==> config.mk <==
export PLATFORM = sky130hd
export DESIGN_NAME = ueh_endpoint_top
export DESIGN_NICKNAME = d
export VERILOG_FILES = /design/src/logic/ueh_pkg.sv /design/src/logic/ueh_bank_ram.sv /design/src/logic/ueh_tx_engine.sv /design/src/logic/ueh_endpoint_top.sv
export VERILOG_INCLUDE_DIRS = /design/src /design/src/logic
export SDC_FILE = /design/constraint.sdc
export NUM_CORES = 1
export LEC_CHECK = 0
export BUFFER_PORTS_ARGS = -buffer_cell sky130_fd_sc_hd__buf_4
export CORE_ASPECT_RATIO = 0.75
export CORE_MARGIN = 2
export CORE_UTILIZATION = 25
export DETAILED_ROUTE_END_ITERATION = 8
export PLACE_DENSITY_LB_ADDON = 0.25
export SLEW_MARGIN = 40
export SYNTH_ARGS = -nofsm -noshare
export SYNTH_HDL_FRONTEND = slang
export SYNTH_SLANG_ARGS = --single-unit
export TNS_END_PERCENT = 20
==> constraint.sdc <==
create_clock -name mclk -period 5.5 [get_ports mclk]
set_input_delay 1.1 -clock mclk [delete_from_list [all_inputs] [get_ports mclk]]
set_output_delay 1.1 -clock mclk [all_outputs]
set_load 0.03 [all_outputs]
==> src/logic/ueh_defines.svh <==
// Purpose: constants of the endpoint IN/setup handler
// Assumes: included by ueh_endpoint_top and the bench
// Notes: CSR bit positions, offsets and reset values
//
// What this block does
// - control transfer is setup, optional data stages, then a closing status stage.
// - control transfers run only on single-bank endpoints.
// - device can abort a control transfer by answering with a stall handshake.
// - device sends the status stage as an IN packet; it has no OUT path to accept a status OUT.
// - status IN is a zero-length packet sent with DATA1 PID.
// - setup packet is acknowledged by hardware and sets the setup-received flag.
// - setup-received flag holds interrupt pending, forwarded only when enabled.
// - IN payload of zero or more bytes loads one byte per data write.
// - host ACK sets transmit-complete; interrupt pending while it stays set.
// - ping-pong endpoint locks one bank for sending, other stays fillable.
// - ping-pong software may fill bank 1 right after marking bank 0.
// - on transmit-complete software marks second bank ready; first bank frees.
// - IN request with no ready bank is answered with NAK.
// - bus side and registers both on the master clock mclk.
// - dual-bank endpoint has two banks alternating in ping-pong.
`ifndef UEH_DEFINES_SVH
`define UEH_DEFINES_SVH
`define UEH_OFF_CSR 8'h00
`define UEH_OFF_FDR 8'h04
`define UEH_CSR_PKT_READY 0
`define UEH_CSR_TX_DONE 1
`define UEH_CSR_SETUP_SEEN 2
`define UEH_CSR_STALL 3
`define UEH_CSR_DUAL 4
`define UEH_CSR_INTEN 5
`define UEH_EP_SIZE 7'h40
`define UEH_RST_FLAG 1'b0
`endif

==> src/logic/ueh_pkg.sv <==
// Purpose: shared types of the endpoint handler
// Assumes: nothing
// Notes: state codes written out
package ueh_pkg;
   typedef enum logic [1:0] {UEH_IDLE = 2'b00, UEH_SEND = 2'b01, UEH_WAIT = 2'b10} ueh_state_t;
   typedef logic [6:0] ueh_cnt_t;
endpackage : ueh_pkg

==> src/logic/ueh_bank_ram.sv <==
// Purpose: two 64-byte banks of endpoint storage
// Assumes: single writer per cycle
// Notes: index is {bank, byte}; two read ports
`timescale 1ns/1ps
module ueh_bank_ram
(
   input wire logic clk, // clock
   input wire logic we, // write strobe
   input wire logic [6:0] wAddr, // write index
   input wire logic [7:0] wData, // write byte
   input wire logic [6:0] rAddrA, // cpu read index
   output logic [7:0] rDataA, // cpu read byte
   input wire logic [6:0] rAddrB, // sender read index
   output logic [7:0] rDataB // sender read byte
);
   logic [7:0] memReg [128];

   // flop storage, no reset: contents are undefined until written
   always_ff @(posedge clk)
   begin
      if (we)
      begin
         memReg[wAddr] <= wData;
      end
   end

   // asynchronous reads
   assign rDataA = memReg[rAddrA];
   assign rDataB = memReg[rAddrB];
endmodule : ueh_bank_ram

==> src/logic/ueh_tx_engine.sv <==
// Purpose: streams one bank out as an IN packet
// Assumes: start only while idle
// Notes: bytes as txValid pulses, then one txEnd pulse
`timescale 1ns/1ps
module ueh_tx_engine
   import ueh_pkg::*;
(
   input wire logic clk, // clock
   input wire logic rstN, // synced reset, low active
   input wire logic start, // begin packet
   input wire logic bank, // bank to send
   input wire ueh_cnt_t len, // byte count
   input wire logic [7:0] ramData, // byte at ramAddr
   output logic [6:0] ramAddr, // read index
   output logic txValid, // byte strobe
   output logic [7:0] txByte, // byte
   output logic txEnd // end of packet strobe
);
   logic busyReg, busyNext, bankReg, bankNext;
   ueh_cnt_t idxReg, idxNext, lenReg, lenNext;
   logic txValidNext, txEndNext;
   logic [7:0] txByteNext;

   // walk bank; zero length gives txEnd alone
   always_comb
   begin
      busyNext = busyReg;
      bankNext = bankReg;
      idxNext = idxReg;
      lenNext = lenReg;
      txValidNext = 1'b0;
      txEndNext = 1'b0;
      txByteNext = txByte;
      if (start)
      begin
         busyNext = 1'b1;
         bankNext = bank;
         idxNext = '0;
         lenNext = len;
      end
      else if (busyReg)
      begin
         if (idxReg == lenReg)
         begin
            txEndNext = 1'b1;
            busyNext = 1'b0;
         end
         else
         begin
            txValidNext = 1'b1;
            txByteNext = ramData;
            idxNext = idxReg + 7'h01;
         end
      end
   end

   always_ff @(posedge clk or negedge rstN)
   begin
      if (!rstN)
      begin
         busyReg <= 1'b0;
         bankReg <= 1'b0;
         idxReg <= '0;
         lenReg <= '0;
         txValid <= 1'b0;
         txEnd <= 1'b0;
         txByte <= 8'h00;
      end
      else
      begin
         busyReg <= busyNext;
         bankReg <= bankNext;
         idxReg <= idxNext;
         lenReg <= lenNext;
         txValid <= txValidNext;
         txEnd <= txEndNext;
         txByte <= txByteNext;
      end
   end

   assign ramAddr = {bankReg, idxReg[5:0]};
endmodule : ueh_tx_engine

==> src/logic/ueh_endpoint_top.sv <==
// Purpose: one endpoint: setup receive, Data IN send, APB registers
// Assumes: bus-side strobes synchronous to mclk
// Notes: single-bank or ping-pong chosen by the dual bit
`timescale 1ns/1ps
`include "ueh_defines.svh"
module ueh_endpoint_top
   import ueh_pkg::*;
(
   input wire logic mclk, // master clock
   input wire logic nrst, // async reset, low active
   input wire logic psel, // apb select
   input wire logic penable, // apb enable
   input wire logic pwrite, // apb direction
   input wire logic [7:0] paddr, // apb byte address
   input wire logic [31:0] pwdata, // apb write data
   output logic [31:0] prdata, // apb read data
   output logic pready, // apb ready
   output logic pslverr, // apb error
   input wire logic setupValid, // setup byte strobe
   input wire logic [7:0] setupByte, // setup byte
   input wire logic setupLast, // last setup byte
   input wire logic inReq, // host IN token
   input wire logic hostAck, // host ACK for our packet
   output logic hsAck, // ACK handshake pulse
   output logic hsNak, // NAK handshake pulse
   output logic hsStall, // STALL handshake pulse
   output logic txValid, // IN byte strobe
   output logic [7:0] txByte, // IN byte
   output logic txEnd, // IN end strobe
   output logic txPid1, // packet uses DATA1
   output logic irq // endpoint interrupt
);
   logic rstSyncReg, rstN;
   ueh_state_t stateReg, stateNext;
   logic fillReg, fillNext, sendReg, sendNext;
   logic [1:0] readyReg, readyNext;
   ueh_cnt_t cntReg [2];
   ueh_cnt_t cntNext [2];
   logic [5:0] rdPtrReg, rdPtrNext, setupPtrReg, setupPtrNext;
   logic txCompReg, txCompNext, rxSetupReg, rxSetupNext;
   logic stallEnReg, stallEnNext, dualReg, dualNext, intEnReg, intEnNext;
   logic toggleReg, toggleNext;
   logic ackNext, nakNext, stallNext, irqNext, engStart;
   logic preadyNext, pslverrNext;
   logic [31:0] prdataNext, csrView;
   logic apbWr, apbRd, csrWr, fdrWr, fdrRd, ramWe;
   logic [6:0] ramWAddr, engAddr;
   logic [7:0] ramWData, cpuByte, engByte;

   // reset release through two flops
   always_ff @(posedge mclk or negedge nrst)
   begin
      if (!nrst)
      begin
         rstSyncReg <= 1'b0;
         rstN <= 1'b0;
      end
      else
      begin
         rstSyncReg <= 1'b1;
         rstN <= rstSyncReg;
      end
   end

   // access phase commits; no wait state, data comes from flops loaded in setup phase
   assign apbWr = psel && penable && pready && pwrite;
   assign apbRd = psel && penable && pready && !pwrite;
   assign csrWr = apbWr && (paddr == `UEH_OFF_CSR);
   assign fdrWr = apbWr && (paddr == `UEH_OFF_FDR) && !setupValid;
   assign fdrRd = apbRd && (paddr == `UEH_OFF_FDR);

   // pkt-ready seen from the fill side: in ping-pong the free bank reads clear
   assign csrView = {17'h0, cntReg[fillReg], sendReg, fillReg, intEnReg, dualReg,
                     stallEnReg, rxSetupReg, txCompReg, readyReg[fillReg]};

   // setup bytes own bank 0; cpu loads go to the fill bank
   always_comb
   begin
      ramWe = 1'b0;
      ramWAddr = {fillReg, cntReg[fillReg][5:0]};
      ramWData = pwdata[7:0];
      if (setupValid && !dualReg)
      begin
         ramWe = 1'b1;
         ramWAddr = {1'b0, setupPtrReg};
         ramWData = setupByte;
      end
      else if (fdrWr && !readyReg[fillReg] && cntReg[fillReg] != `UEH_EP_SIZE)
      begin
         ramWe = 1'b1;
      end
   end

   ueh_bank_ram uRam
   (
      .clk(mclk),
      .we(ramWe),
      .wAddr(ramWAddr),
      .wData(ramWData),
      .rAddrA({1'b0, rdPtrReg}),
      .rDataA(cpuByte),
      .rAddrB(engAddr),
      .rDataB(engByte)
   );

   ueh_tx_engine uEng
   (
      .clk(mclk),
      .rstN(rstN),
      .start(engStart),
      .bank(sendReg),
      .len(cntReg[sendReg]),
      .ramData(engByte),
      .ramAddr(engAddr),
      .txValid(txValid),
      .txByte(txByte),
      .txEnd(txEnd)
   );

   // endpoint flags, bank pointers and transaction sequencing
   always_comb
   begin
      stateNext = stateReg;
      fillNext = fillReg;
      sendNext = sendReg;
      readyNext = readyReg;
      cntNext = cntReg;
      rdPtrNext = rdPtrReg;
      setupPtrNext = setupPtrReg;
      txCompNext = txCompReg;
      rxSetupNext = rxSetupReg;
      stallEnNext = stallEnReg;
      dualNext = dualReg;
      intEnNext = intEnReg;
      toggleNext = toggleReg;
      ackNext = 1'b0;
      nakNext = 1'b0;
      stallNext = 1'b0;
      engStart = 1'b0;
      // software side; hardware sets below win over these clears
      if (csrWr)
      begin
         if (pwdata[`UEH_CSR_PKT_READY] && !readyReg[fillReg])
         begin
            readyNext[fillReg] = 1'b1;
            fillNext = dualReg ? !fillReg : 1'b0;
         end
         if (!pwdata[`UEH_CSR_TX_DONE])
         begin
            txCompNext = 1'b0;
         end
         if (!pwdata[`UEH_CSR_SETUP_SEEN])
         begin
            rxSetupNext = 1'b0;
         end
         stallEnNext = pwdata[`UEH_CSR_STALL];
         intEnNext = pwdata[`UEH_CSR_INTEN];
         // mode change only while nothing is queued, so pointers stay coherent;
         // an unchanged mode bit must not undo the fill pointer move above
         if (readyReg == 2'b00 && stateReg == UEH_IDLE && pwdata[`UEH_CSR_DUAL] != dualReg)
         begin
            dualNext = pwdata[`UEH_CSR_DUAL];
            fillNext = 1'b0;
            sendNext = 1'b0;
         end
      end
      if (ramWe && !setupValid)
      begin
         cntNext[fillReg] = cntReg[fillReg] + 7'h01;
      end
      if (fdrRd)
      begin
         rdPtrNext = rdPtrReg + 6'h01;
      end
      // setups are taken only on a single-bank endpoint
      if (setupValid && !dualReg)
      begin
         setupPtrNext = setupPtrReg + 6'h01;
         if (setupLast)
         begin
            rxSetupNext = 1'b1;
            ackNext = 1'b1;
            toggleNext = 1'b1;
            stateNext = UEH_IDLE;
            readyNext[0] = 1'b0;
            cntNext[0] = '0;
            rdPtrNext = '0;
            setupPtrNext = '0;
         end
      end
      else
      begin
         unique case (stateReg)
            UEH_IDLE:
            begin
               if (inReq && stallEnReg)
               begin
                  stallNext = 1'b1;
               end
               else if (inReq && readyReg[sendReg])
               begin
                  engStart = 1'b1;
                  stateNext = UEH_SEND;
               end
               else if (inReq)
               begin
                  nakNext = 1'b1;
               end
            end
            UEH_SEND:
            begin
               if (txEnd)
               begin
                  stateNext = UEH_WAIT;
               end
            end
            UEH_WAIT:
            begin
               if (hostAck)
               begin
                  txCompNext = 1'b1;
                  readyNext[sendReg] = 1'b0;
                  cntNext[sendReg] = '0;
                  toggleNext = !toggleReg;
                  sendNext = dualReg ? !sendReg : 1'b0;
                  stateNext = UEH_IDLE;
               end
               else if (inReq)
               begin
                  engStart = 1'b1; // lost ACK: resend same bank, same PID
                  stateNext = UEH_SEND;
               end
            end
            default:
            begin
               stateNext = UEH_IDLE;
            end
         endcase
      end
      irqNext = intEnReg && (rxSetupReg || txCompReg);
   end

   // apb answer prepared in setup phase, shown during access
   always_comb
   begin
      preadyNext = psel && !penable;
      pslverrNext = 1'b0;
      prdataNext = prdata;
      if (psel && !penable)
      begin
         prdataNext = 32'h00000000;
         if (paddr == `UEH_OFF_CSR)
         begin
            prdataNext = csrView;
         end
         else if (paddr == `UEH_OFF_FDR)
         begin
            prdataNext = {24'h000000, cpuByte};
         end
         else
         begin
            pslverrNext = 1'b1;
         end
      end
   end

   always_ff @(posedge mclk or negedge rstN)
   begin
      if (!rstN)
      begin
         stateReg <= UEH_IDLE;
         fillReg <= 1'b0;
         sendReg <= 1'b0;
         readyReg <= 2'b00;
         cntReg[0] <= '0;
         cntReg[1] <= '0;
         rdPtrReg <= '0;
         setupPtrReg <= '0;
         txCompReg <= `UEH_RST_FLAG;
         rxSetupReg <= `UEH_RST_FLAG;
         stallEnReg <= `UEH_RST_FLAG;
         dualReg <= `UEH_RST_FLAG;
         intEnReg <= `UEH_RST_FLAG;
         toggleReg <= 1'b0;
         hsAck <= 1'b0;
         hsNak <= 1'b0;
         hsStall <= 1'b0;
         irq <= 1'b0;
         pready <= 1'b0;
         pslverr <= 1'b0;
         prdata <= 32'h00000000;
      end
      else
      begin
         stateReg <= stateNext;
         fillReg <= fillNext;
         sendReg <= sendNext;
         readyReg <= readyNext;
         cntReg <= cntNext;
         rdPtrReg <= rdPtrNext;
         setupPtrReg <= setupPtrNext;
         txCompReg <= txCompNext;
         rxSetupReg <= rxSetupNext;
         stallEnReg <= stallEnNext;
         dualReg <= dualNext;
         intEnReg <= intEnNext;
         toggleReg <= toggleNext;
         hsAck <= ackNext;
         hsNak <= nakNext;
         hsStall <= stallNext;
         irq <= irqNext;
         pready <= preadyNext;
         pslverr <= pslverrNext;
         prdata <= prdataNext;
      end
   end

   assign txPid1 = toggleReg;

   // checks
   chk_setup_ack: assert property (@(posedge mclk) disable iff (!rstN)
      setupValid && setupLast && !dualReg |=> hsAck && rxSetupReg)
      else $error("setup not acknowledged");
   chk_irq_gate: assert property (@(posedge mclk) disable iff (!rstN)
      irq |-> $past(intEnReg) && ($past(rxSetupReg) || $past(txCompReg)))
      else $error("irq without enabled flag");
   chk_nak_empty: assert property (@(posedge mclk) disable iff (!rstN)
      stateReg == UEH_IDLE && inReq && !setupValid && !stallEnReg && !readyReg[sendReg] |=> hsNak)
      else $error("missing nak");
   chk_stall_answer: assert property (@(posedge mclk) disable iff (!rstN)
      stateReg == UEH_IDLE && inReq && !setupValid && stallEnReg |=> hsStall && !txValid)
      else $error("missing stall");
   chk_done_set: assert property (@(posedge mclk) disable iff (!rstN)
      stateReg == UEH_WAIT && hostAck && !setupValid |=> txCompReg && stateReg == UEH_IDLE)
      else $error("tx done flag not set on ack");
   chk_done_hold: assert property (@(posedge mclk) disable iff (!rstN)
      txCompReg && !csrWr |=> txCompReg)
      else $error("tx done flag dropped");
   chk_status_data1: assert property (@(posedge mclk) disable iff (!rstN)
      setupValid && setupLast && !dualReg |=> txPid1 [*2])
      else $error("status stage not data1");
   chk_single_bank: assert property (@(posedge mclk) disable iff (!rstN)
      !dualReg |-> !fillReg && !sendReg)
      else $error("bank pointer moved in single mode");
   chk_bank_lock: assert property (@(posedge mclk) disable iff (!rstN)
      stateReg != UEH_IDLE |-> readyReg[sendReg])
      else $error("sending an unlocked bank");
   chk_bank_swap: assert property (@(posedge mclk) disable iff (!rstN)
      dualReg && stateReg == UEH_WAIT && hostAck && !setupValid |=> sendReg != $past(sendReg))
      else $error("send bank did not advance");
   cov_setup: cover property (@(posedge mclk) disable iff (!rstN) hsAck);
   cov_send: cover property (@(posedge mclk) disable iff (!rstN) txEnd ##[1:20] txCompReg);
   cov_pingpong: cover property (@(posedge mclk) disable iff (!rstN) dualReg && readyReg == 2'b11);
endmodule : ueh_endpoint_top

[Word-level counts from Yosys, hierarchy flattened]
Memory sizes are Yosys's and may differ from the RTL's. A register that Yosys moved wholly into a read port is not among the register bits.
Index checks and enable logic that the tools add are counted.
Operators by class
  add/sub/neg operators: 4
  multiply operators: 0
  divide/modulo/power cells: 0
  magnitude comparators: 8
  equal/unequal tests: 12
  shift-type cells: 0
  multiplexer cells: 102
  bitwise logic cells: 9
  reductions and logical operators: 46
Operators with widths (count)
  2-to-1 mux 7 bit: 15
  2-to-1 mux 1 bit: 59
  2-to-1 mux 14 bit: 3
  2-to-1 mux 6 bit: 4
  logical AND 1 bit: 23
  2-to-1 mux 2 bit: 11
  2-to-1 mux 8 bit: 2
  2-to-1 mux 15 bit: 1
  adder 7 x 1 -> 7 bit, second input constant: 2
  bitwise AND 14 bit: 1
  bitwise mux 14 bit: 1
  demux 7 bit (select 1 bit): 2
  inverter 14 bit: 1
  adder 6 x 1 -> 6 bit, second input constant: 2
  logical NOT 1 bit: 9
  == test 8 x 3 -> 1 bit, second input constant: 1
  logical NOT 8 bit: 1
  nonzero test 2 bit: 4
  == test 7 bit: 1
  inequality test 7 bit, second input constant: 1
  one-hot mux 2 bit (3 select lines): 1
  AND reduction 2 bit: 3
  AND reduction 3 bit: 2
  AND reduction 5 bit: 1
  21 further kinds: 30
Word-level totals
  register bits after elaboration: 96
  bits in latches: 0
  bits in writable memories: 1024
  ROM bits: 0
  input bits: 57
  output and inout bits: 49
  logic and storage cells: 211
  memories: 1
Memory list
  uRam.memReg: depth 128, bits a word 8, read ports 2, clocked after memory_dff 1, write ports 1, RTL line ueh_bank_ram.sv:16  | logic [7:0] memReg [128];

[Logic depth before layout (Yosys ltp)]
Gate-level depths: netlist of run 1.
  depth after elaboration: 15
  depth in mapped cells: 12
  depth with buffers taken out: 8

[Cells and area by module]
From an unflattened synthesis of run 1, not the netlist that was laid out.
Second synthesis, totals
  cell total of the unflattened synthesis: 2515
  area total of the unflattened synthesis: 52166.3 µm²
Modules (own cells, without submodules)
  ueh_bank_ram: times used 1, cells each 2047, area an instance 47528.1 µm², seq. area each 30749.5 µm²
  ueh_endpoint_top: times used 1, cells each 376, area an instance 3413.3 µm², seq. area each 1526.5 µm²
  ueh_tx_engine: times used 1, cells each 92, area an instance 1224.9 µm², seq. area each 650.6 µm²

[Worst setup path before layout of run 1]
OpenSTA, ideal clock, no wires.
  kind: input -> register
  from: input port setupValid
  to: memory uRam.memReg[0][0], data pin
  setup time: 1.198 ns
  data arrival time: 6.646 ns
  required time: 4.302 ns
  path slack: -2.344 ns
  stages on the path: 4
  buffers on the path: 2
  path through: nor2b_1 > clkbuf_1 > clkbuf_1 > o21ai_0
On the way
  cells in the longest elaborated chain, start to end: 2
Ends and longest elaborated chain
  from (decl): RTL line ueh_endpoint_top.sv:19  | input wire logic setupValid,
  logical AND 1 bit: RTL line ueh_endpoint_top.sv:82  | if (setupValid && !dualReg)
  2-to-1 mux 8 bit: RTL line ueh_endpoint_top.sv:82
  net ramWData[0]: RTL line ueh_endpoint_top.sv:48  | logic [7:0] ramWData, cpuByte, engByte;
  to (decl): RTL line ueh_bank_ram.sv:16
The timed path passes the listed nets, and every way through them passes these cells.

[Worst setup path in the final report of run 1]
  from: register uEng.idxReg[2]
  to: register uEng.txByte[0] (read register of uRam.memReg)
On the way
  cells in the longest elaborated chain, start to end: 3
Ends and longest elaborated chain
  from (decl): RTL line ueh_tx_engine.sv:20  | ueh_cnt_t idxReg, idxNext, lenReg, lenNext;
  from (signal assigned): RTL line ueh_tx_engine.sv:73  | idxReg <= idxNext;
  == test 7 bit: RTL line ueh_tx_engine.sv:43  | if (idxReg == lenReg)
  inverter 1 bit (no line)
  AND reduction 3 bit (no line)
  to (decl): RTL line ueh_tx_engine.sv:16  | output logic [7:0] txByte,
Parallel ways exist; a longest one is shown, timed or not.
A chain may end at the register's enable or synchronous reset.

==> summary.md, run 1 <==
| Metric | Value |
|---|---|
| Final core occ | 29.2% |
| Final worst-path cycle share | ~72% |
| Finished Layout Cells | 5472 |
| Worst Setup End Kind | register |
| RR Endpoint | uEng.txByte[0]$_DFFE_PN0P_ |
| Type of the worst setup path | register to register |
| Count leader, synth | edfxtp_1 |
| First-pass GRT wire length | ~200000 um |
| Pre-antenna DRT Iters | 5 |
| Clk Latency, worst-skew pair | 0.73 ns |
| Die Y | 385 um |
| Worst VDD drop | 0.297 mV |
| Slew @ Worst Pin | slightly above 0.9 ns |
| Clock period minus worst slack | 3.97 ns |
| Final Skew | 0.0335 ns |
| DR iter-0 viols | ~3000 |
| Data required, critical path | 6.13 ns |
| Max Clock Freq | 0.252 GHz |
| Worst-path clk slew | approximately 0.07 ns |
| Cell taking the most area after synthesis | edfxtp_1 |
| Final wirelength | 146000 um |
| Setup bufs post-CTS | 0 |
| Synthesized area | about 48000 um2 |
| Maximum clock path buffer count | 3 |
| Clock root cell | clkbuf_16 |
| Hold Fails Final Rpt | 0 |
| Synth warnings | 0 |
| GRT overflow | 0 |
| EDFF count, synth | 1024 |
| Top cells by area, synth | edfxtp_1 (64%), mux4_2 (15%), mux2i_1 (4.8%) |
| Relative slew slack | 37.8% |
| Crit start category | register |
| Flops & latches, synth | about 1100 |
| Synth cell count leaders | edfxtp_1 (1024), mux4_2 (320), mux2i_1 (234) |
| DRC errors left | 0 |
| Syn avg cell area | between 15 and 20 um2 |
| GRT Resource Usage Total | 14.5% |
| Share of cells above drive strength 1 | 27.4% |
| Prevailing post-synth register cell | edfxtp_1 |
| Sum Neg Setup Slack | 0 ns |
| Hold buffer count at cts | 0 |
| PortBufs | 64 |
| Vias per cell | 4.88 |
| Status | finished clean |
| P_leak | 17.7 nW |
| HP Class | input port to async pin |
| # setup viols final | 0 |
| Arr. time, crit path | between 4 and 5 ns |
| Max-slew violations | 0 |
| R2r setup slk | 1.53 ns |
| Clock sinks | 1111 |
| Placed Cells | around 5300 |
| Largest net degree at the start of global routing | 129 |
| IO Count | 106 |
| Die Area | 197000 um2 |
| Worst R2R Start | uEng.idxReg[2]$_DFFE_PN0P_ |
| Rows | 139 |
| Die width | 512 um |
| Num CTS Buffers | around 110 |
| Routed via count | 26704 |
| Cells on worst reg2reg path | 7 |
| # Max-Cap Violations | 0 |
| H-Tree Level Count | 3 |
| Sequential element share of the synthesized area | 68.1% |
| Placeable Area | 192000 um2 |
| Final RePlAce weighted congestion | 0.808 |
| Worst slack at placement | roughly 0.99 ns |
| WL/cell | 26.7 um |
| Async SR Flop Fraction | 7.83% |
| Number of global-route vias before repair | 26327 |
| Initial Util | 25.2% |
| Final worst slack | 1.53 ns |
| Netlist cell types | 63 |
| P&R area growth vs syn | 15.8% |
| Syn Inst Count | 2718 |
| Hpwl dp | 94900 um |
| Crit Path Max Fanout | 43 |
| Initial antenna violation count | 3 |
| # nets final | 2906 |
| Unrepaired setup endpoints after global routing | false |
| Power Density | 424 nW/um2 |
| Post-CTS sizing | 0 |
| Share of the synthesized area in the top cell type | 63.6% |
| Final ANT Viol Nets | 0 |
| CTS tree | built |
==> cell usage in the layout (no fill, tap or decap), types with 18 or more instances in the layout <==
cell type and n:
dfrtp_1 78, nand2_1 140, conb_1 18, clkinv_1 24
o22ai_1 43, nor2_2 68, clkbuf_16 109, a21oi_1 47
mux2i_1 233, buf_12 19, o21ai_0 52, edfxtp_1 1024
mux2_2 27, mux4_2 320, clkbuf_1 27, a22oi_1 52
buf_4 174, nor2b_1 21, clkinv_2 20, nand3_1 36
nor2_1 132
==> power breakdown <==
| part | switching (W) | internal (W) |
|---|---|---|
| Combinational | 0.00403 | 0.00261 |
| Clock | 0.00331 | 0.00408 |
| Sequential | 0.000337 | 0.00940 |
==> through the flow <==
stage | power, W | cell area [um2] | hold WS, ns
final | 0.0238 | 56000 | 0.154
after global routing | 0.0246 | 56000 | 0.112
after CTS | 0.0240 | 55900 | 0.101
after detailed placement | 0.0166 | 52500 | 0.344
after global placement | 0.0166 | 52300 | 0.336
after floorplan | 0.0140 | 48400 | 0.331
==> metal layers <==
metal	part of all wire, %	global-route usage [%]	vias to the layer above
li1	-	-	11279
met1	49	22.3	14382
met2	43	21.3	891
met3	6.6	2.46	152
met4	1.8	2.81	0
met5	0	0	-
==> kinds of logic (layout without fill, tap and decap cells) <==
logic type               after synthesis  count (layout)  synth area share [%]
AO/OA/AOI/OAI                        296             296                  4.12
adder cells (fa/ha/maj)                5               5                 0.129
XOR/XNOR                              23              23                 0.416
buffers and inverters                205             404                  2.31
AND/OR/NAND/NOR                      495             495                  4.56
multiplexers                         581             581                  20.4
other                                  2              19                0.0155
flip-flops                          1111            1111                  68.1
==> worst max-delay path, stage by stage (launching register included) <==
cell	delay, ns
dfrtp_4	0.84
nand3b_1	0.80
buf_4	0.44
o221a_2	0.32
a31oi_1	0.49
o21ai_0	0.41
a41o_1	0.36
a31oi_1	0.19
==> how the worst max path moves through the flow <==
| stage | startpoint | cells after the start | slack [ns] | to |
|---|---|---|---|---|
| final | uEng.idxReg[2]$_DFFE_PN0P_ | 7 | 1.53 | uEng.txByte[0]$_DFFE_PN0P_ |
| after global routing | uEng.idxReg[1]$_DFFE_PN0P_ | 6 | 1.46 | uEng.txByte[6]$_DFFE_PN0P_ |
| after CTS | uEng.idxReg[1]$_DFFE_PN0P_ | 7 | 1.51 | uEng.txByte[4]$_DFFE_PN0P_ |
| after detailed placement | paddr[5] | 8 | 0.99 | uRam.memReg[24][0]$_DFFE_PP_ |
| after global placement | paddr[5] | 8 | 0.64 | uRam.memReg[18][3]$_DFFE_PP_ |
| after floorplan | setupValid | 4 | 1.41 | uRam.memReg[0][0]$_DFFE_PP_ |
==> state kept, by name, indices dropped and copies added (netlist names), 2 cells and up <==
register	flops
setupPtrReg	6
prdata	15
uRam.memReg	1024
uEng.lenReg	7
cntReg	14
uEng.idxReg	7
stateReg	2
rdPtrReg	6
readyReg	2
uEng.txByte	8
==> final cells by class <==
type	count	area, um2
diodes	1	2.50
clock buffers	138	2860
clock inverters	60	552
fillers	18893	136000
inverters	12	46.3
multi-input cells	1418	14700
flip-flops and latches	1111	33000
well taps	2538	3180
repair buffers	194	1710
No activity file was read; power rests on OpenSTA's default activity.
==> inputs of run 2 (changes only) <==
--- a/config.mk
+++ b/config.mk
@@ -6,6 +6,7 @@
 export SDC_FILE = /design/constraint.sdc
 export NUM_CORES = 1
 export LEC_CHECK = 0
+export ABC_AREA = 1
 export BUFFER_PORTS_ARGS = -buffer_cell sky130_fd_sc_hd__buf_4
 export CORE_ASPECT_RATIO = 0.75
 export CORE_MARGIN = 2
==> constraint.sdc (replaced) <==
create_clock -name mclk -period 4.1 [get_ports mclk]
set_input_delay 0.82 -clock mclk [delete_from_list [all_inputs] [get_ports mclk]]
set_output_delay 0.82 -clock mclk [all_outputs]
set_load 0.03 [all_outputs]
==> summary.md, run 2 <==
| Metric | Value |
|---|---|
| Clock sinks | 1111 (unchanged) |
| Top cells by area, synth | edfxtp_1 (58%), nand2_1 (13%), nand3_1 (6.4%) (was edfxtp_1 (64%), mux4_2 (15%), mux2i_1 (4.8%)) |
| Commonest cells after routing, fill and taps aside | nand2_1 (1814), edfxtp_1 (1024), nand3_1 (675) (was edfxtp_1 (1024), mux4_2 (320), mux2i_1 (233)) |
| Number of global-route vias before repair | 37977 (was 26327) |
| Max-slew violations | 0 (unchanged) |
| Clock root cell | clkbuf_16 (unchanged) |
| Maximum clock path buffer count | 3 (unchanged) |
| Power Density | 589 nW/um2 (was 424 nW/um2) |
| Routed via count | 40367 (was 26704) |
| # nets final | 5780 (was 2906) |
| Crit path buf inv count | 5 (was 1) |
| Power share of the clock group | 29.8% (was 31.1%) |
| Clk Latency, worst-skew pair | 0.77 ns (was 0.73 ns) |
| Cell breakdown of the critical path | buf_4 -> o21ai_2 -> inv_1 -> ha_1 -> nand2_1 -> nor3_2 -> nand3_2 -> nand2_2 -> nand2_4 -> inv_8 -> nor2_8 -> inv_2 -> nor3_1 -> buf_4 (was nand3b_1 -> buf_4 -> o221a_2 -> a31oi_1 -> o21ai_0 -> a41o_1 -> a31oi_1) |
| Fillers | 21732 (was 18893) |
| Flops & latches, synth | 1111 (unchanged) |
| Final RePlAce weighted congestion | 0.878 (was 0.808) |
| Synth warnings | 0 (unchanged) |
| Crit start category | register (unchanged) |
| Async SR Flop Fraction | 7.83% (unchanged) |
| Switching pwr | 0.0141 W (was 0.00768 W) |
| GRT Resource Usage Total | 16.6% (was 14.5%) |
| Relative slew slack | 41.6% (was 37.8%) |
| Largest net degree at the start of global routing | 158 (was 129) |
| Switching Share | 39.2% (was 32.3%) |
| P&R area growth vs syn | 15.8% (about the same) |
| Final ANT Viol Nets | 0 (unchanged) |
| Leading cell type in the layout, fill and taps excluded | nand2_1 (was edfxtp_1) |
| Netlist cell types | 46 (was 63) |
| Biggest regs | uRam.memReg x1024, prdata x15, cntReg x14 (unchanged) |
| Rows | 145 (was 139) |
| Met3 Wirelength | 16200 um (was 9590 um) |
| IO Count | 106 (unchanged) |
| Total Power | 0.0359 W (was 0.0238 W) |
| Arr. time, crit path | 3.84 ns (was 4.61 ns) |
| PortBufs | 64 (unchanged) |
| EDFF count, synth | 1024 (unchanged) |
| Status | finished clean (unchanged) |
| # setup viols final | 0 (unchanged) |
| HP Class | register to async pin (was input port to async pin) |
| Antenna cell count | 0 (was 1) |
| Hold slack final | 0.173 ns (was 0.154 ns) |
| Crit Path Max Fanout | 10 (was 43) |
| Slowest CP cell | dfrtp_1 (was dfrtp_4) |
| Final wirelength | 182000 um (was 146000 um) |
| Synth cell count leaders | nand2_1 (1819), edfxtp_1 (1024), nand3_1 (675) (was edfxtp_1 (1024), mux4_2 (320), mux2i_1 (234)) |
| Internal Power | 0.0218 W (was 0.0161 W) |
| Slew @ Worst Pin | 0.876 ns (was 0.923 ns) |
| Most used cell along the critical path | buf_4 (was a31oi_1) |
| Met2 WL post-DR | 74100 um (was 63100 um) |
| Die Area | 214000 um2 (was 197000 um2) |
| Vias per cell | 4.69 (was 4.88) |
| Type of the worst setup path | register to register (unchanged) |
| P_leak | 23.9 nW (was 17.7 nW) |
| Synthesized area | 52600 um2 (was 48400 um2) |
| Pre-antenna DRT Iters | 6 (was 5) |
| H-Tree Level Count | 3 (unchanged) |
| GRT overflow | 0 (unchanged) |
| Share of cells above drive strength 1 | 8.85% (was 27.4%) |
| Hpwl dp | 114000 um (was 94900 um) |
| Die Y | 401 um (was 385 um) |
| Reg with most FFs | uRam.memReg (unchanged) |
| Count leader, synth | nand2_1 (was edfxtp_1) |
| Syn Inst Count | 5686 (was 2718) |
| Worst Setup End Kind | register (unchanged) |
| Placed Cells | 8394 (was 5271) |
| # Max-Cap Violations | 0 (unchanged) |
| Placeable Area | 209000 um2 (was 192000 um2) |
| Final worst-path cycle share | 82.6% (was 72.3%) |
| Syn avg cell area | 9.25 um2 (was 17.8 um2) |
| Delay-heaviest family, CP | simple AND/OR/NAND/NOR gates (was compound AO/OA/AOI/OAI gates) |
| Data required, critical path | 4.55 ns (was 6.13 ns) |
| Met1 wire length | 87900 um (was 70900 um) |
| CTS tree | built (unchanged) |
| Die width | 534 um (was 512 um) |
| Worst-path clk slew | 0.06 ns (was 0.07 ns) |
| Max Clock Freq | 0.295 GHz (was 0.252 GHz) |
| Hold Fails Final Rpt | 0 (unchanged) |
| Sequential share of power | 36.1% (was 41.0%) |
| Initial Util | 25.2% (about the same) |
| DR iter-0 viols | 4798 (was 2945) |
| CP max stage delay | 0.54 ns (was 0.84 ns) |
| Share of the synthesized area in the top cell type | 58.4% (was 63.6%) |
| Max FFs per register | 1024 (unchanged) |
| Final Skew | 0.0414 ns (was 0.0335 ns) |
| Clock period minus worst slack | 3.39 ns (was 3.97 ns) |
| Worst VDD drop | 0.445 mV (was 0.297 mV) |
| Uppermost layer routed | met5 (was met4) |
| Prevailing post-synth register cell | edfxtp_1 (unchanged) |
| Final core occ | 29.2% (about the same) |
| Finished Layout Cells | 8610 (was 5472) |
| Unrepaired setup endpoints after global routing | false (unchanged) |
| First-pass GRT wire length | 265000 um (was 205000 um) |
| Initial antenna violation count | 2 (was 3) |
| Sequential element share of the synthesized area | 62.6% (was 68.1%) |
| WL/cell | 21.1 um (was 26.7 um) |
| DRC errors left | 0 (unchanged) |
| Combinational power share | 34.2% (was 28.0%) |
| Cell taking the most area after synthesis | edfxtp_1 (unchanged) |
| Num CTS Buffers | 113 (was 107) |
run 2: cell types whose count changed in the layout (fill, tap and decap cells not counted), moves of 312 or more:
cell     before   now
nand3_1      36   675
nor2_1      132   444
mux4_2      320     0
o21ai_0      52   366
nand2_1     140  1814
inv_1        10   489
run 2: cells by family (layout without fill, tap and decap cells):
| logic type | after synthesis | after routing | share of synthesized area [%] |
|---|---|---|---|
| and+or+nand+nor | 3006 | 3006 | 23.5 |
| DFF | 1111 | 1111 | 62.6 |
| buffers and inverters | 874 | 989 | 6.77 |
| AOI/OAI and AO/OA | 679 | 679 | 6.90 |
| xor gates and xnor gates | 9 | 9 | 0.150 |
| adders and majority gates | 5 | 5 | 0.119 |
| other | 2 | 18 | 0.0143 |
run 2: what timing repair did:
action / 4_1_cts / 5_1_grt
hold buffers: 1 / 0
endpoints found under the hold margin: 2 / 0
resized for setup: 0 / 0
setup buffers: 0 / 0
run 2: worst paths after layout:
| path | start | end | slack, ns | cells past startpoint |
|---|---|---|---|---|
| setup / recovery | fillReg$_DFFE_PN0P_ | uRam.memReg[23][3]$_DFFE_PP_ | 0.71 | 14 |
| hold / removal | rstN$_DFF_PN0_ | cntReg[6]$_DFF_PN0_ | 0.17 | 0 |
| setup reg to reg | fillReg$_DFFE_PN0P_ | uRam.memReg[23][3]$_DFFE_PP_ | 0.71 | 14 |
| hold reg to reg | rstN$_DFF_PN0_ | cntReg[6]$_DFF_PN0_ | 0.17 | 0 |
| max in group asynchronous | rstN$_DFF_PN0_ | rdPtrReg[1]$_DFF_PN0_ | 3.23 | 2 |
| min in group mclk | pwdata[1] | txCompReg$_DFF_PN0_ | 0.32 | 3 |
run 2: final cells by class:
type	count	area (um2)	area share, %
Clock buffer	151	3090	5.08
Inverter	530	2020	3.31
Clock inverter	63	638	1.05
Tap cell	2793	3490	5.74
Sequential cell	1111	32900	54.1
Timing Repair Buffer	245	2430	3.99
Multi-Input combinational cell	3717	16300	26.7
run 2: power groups by stage:
stage	logic, W	registers (W)	clock network, W
detailed placement	0.0121	0.0132	0
floorplan	0.00712	0.0131	0
CTS	0.0121	0.0129	0.0109
global placement	0.0121	0.0132	0
global route	0.0134	0.0130	0.0113
finish	0.0123	0.0129	0.0107
run 2: per-stage QoR:
stage	instance area (um2)	worst slack, ns	setup TNS, ns
after floorplan	52700	-1.22	-622.90
after global placement	57000	0.399	0
after detailed placement	57100	0.465	0
final	60900	0.713	0
after CTS	60900	0.672	0
after global routing	60900	0.540	0
run 2: per-layer routing:
layer,global-route usage [%],vias to the layer above
li1,-,18939
met1,25.2,19667
met2,23.2,1520
met4,3.45,2
met5,0.714,-
met3,4.38,239
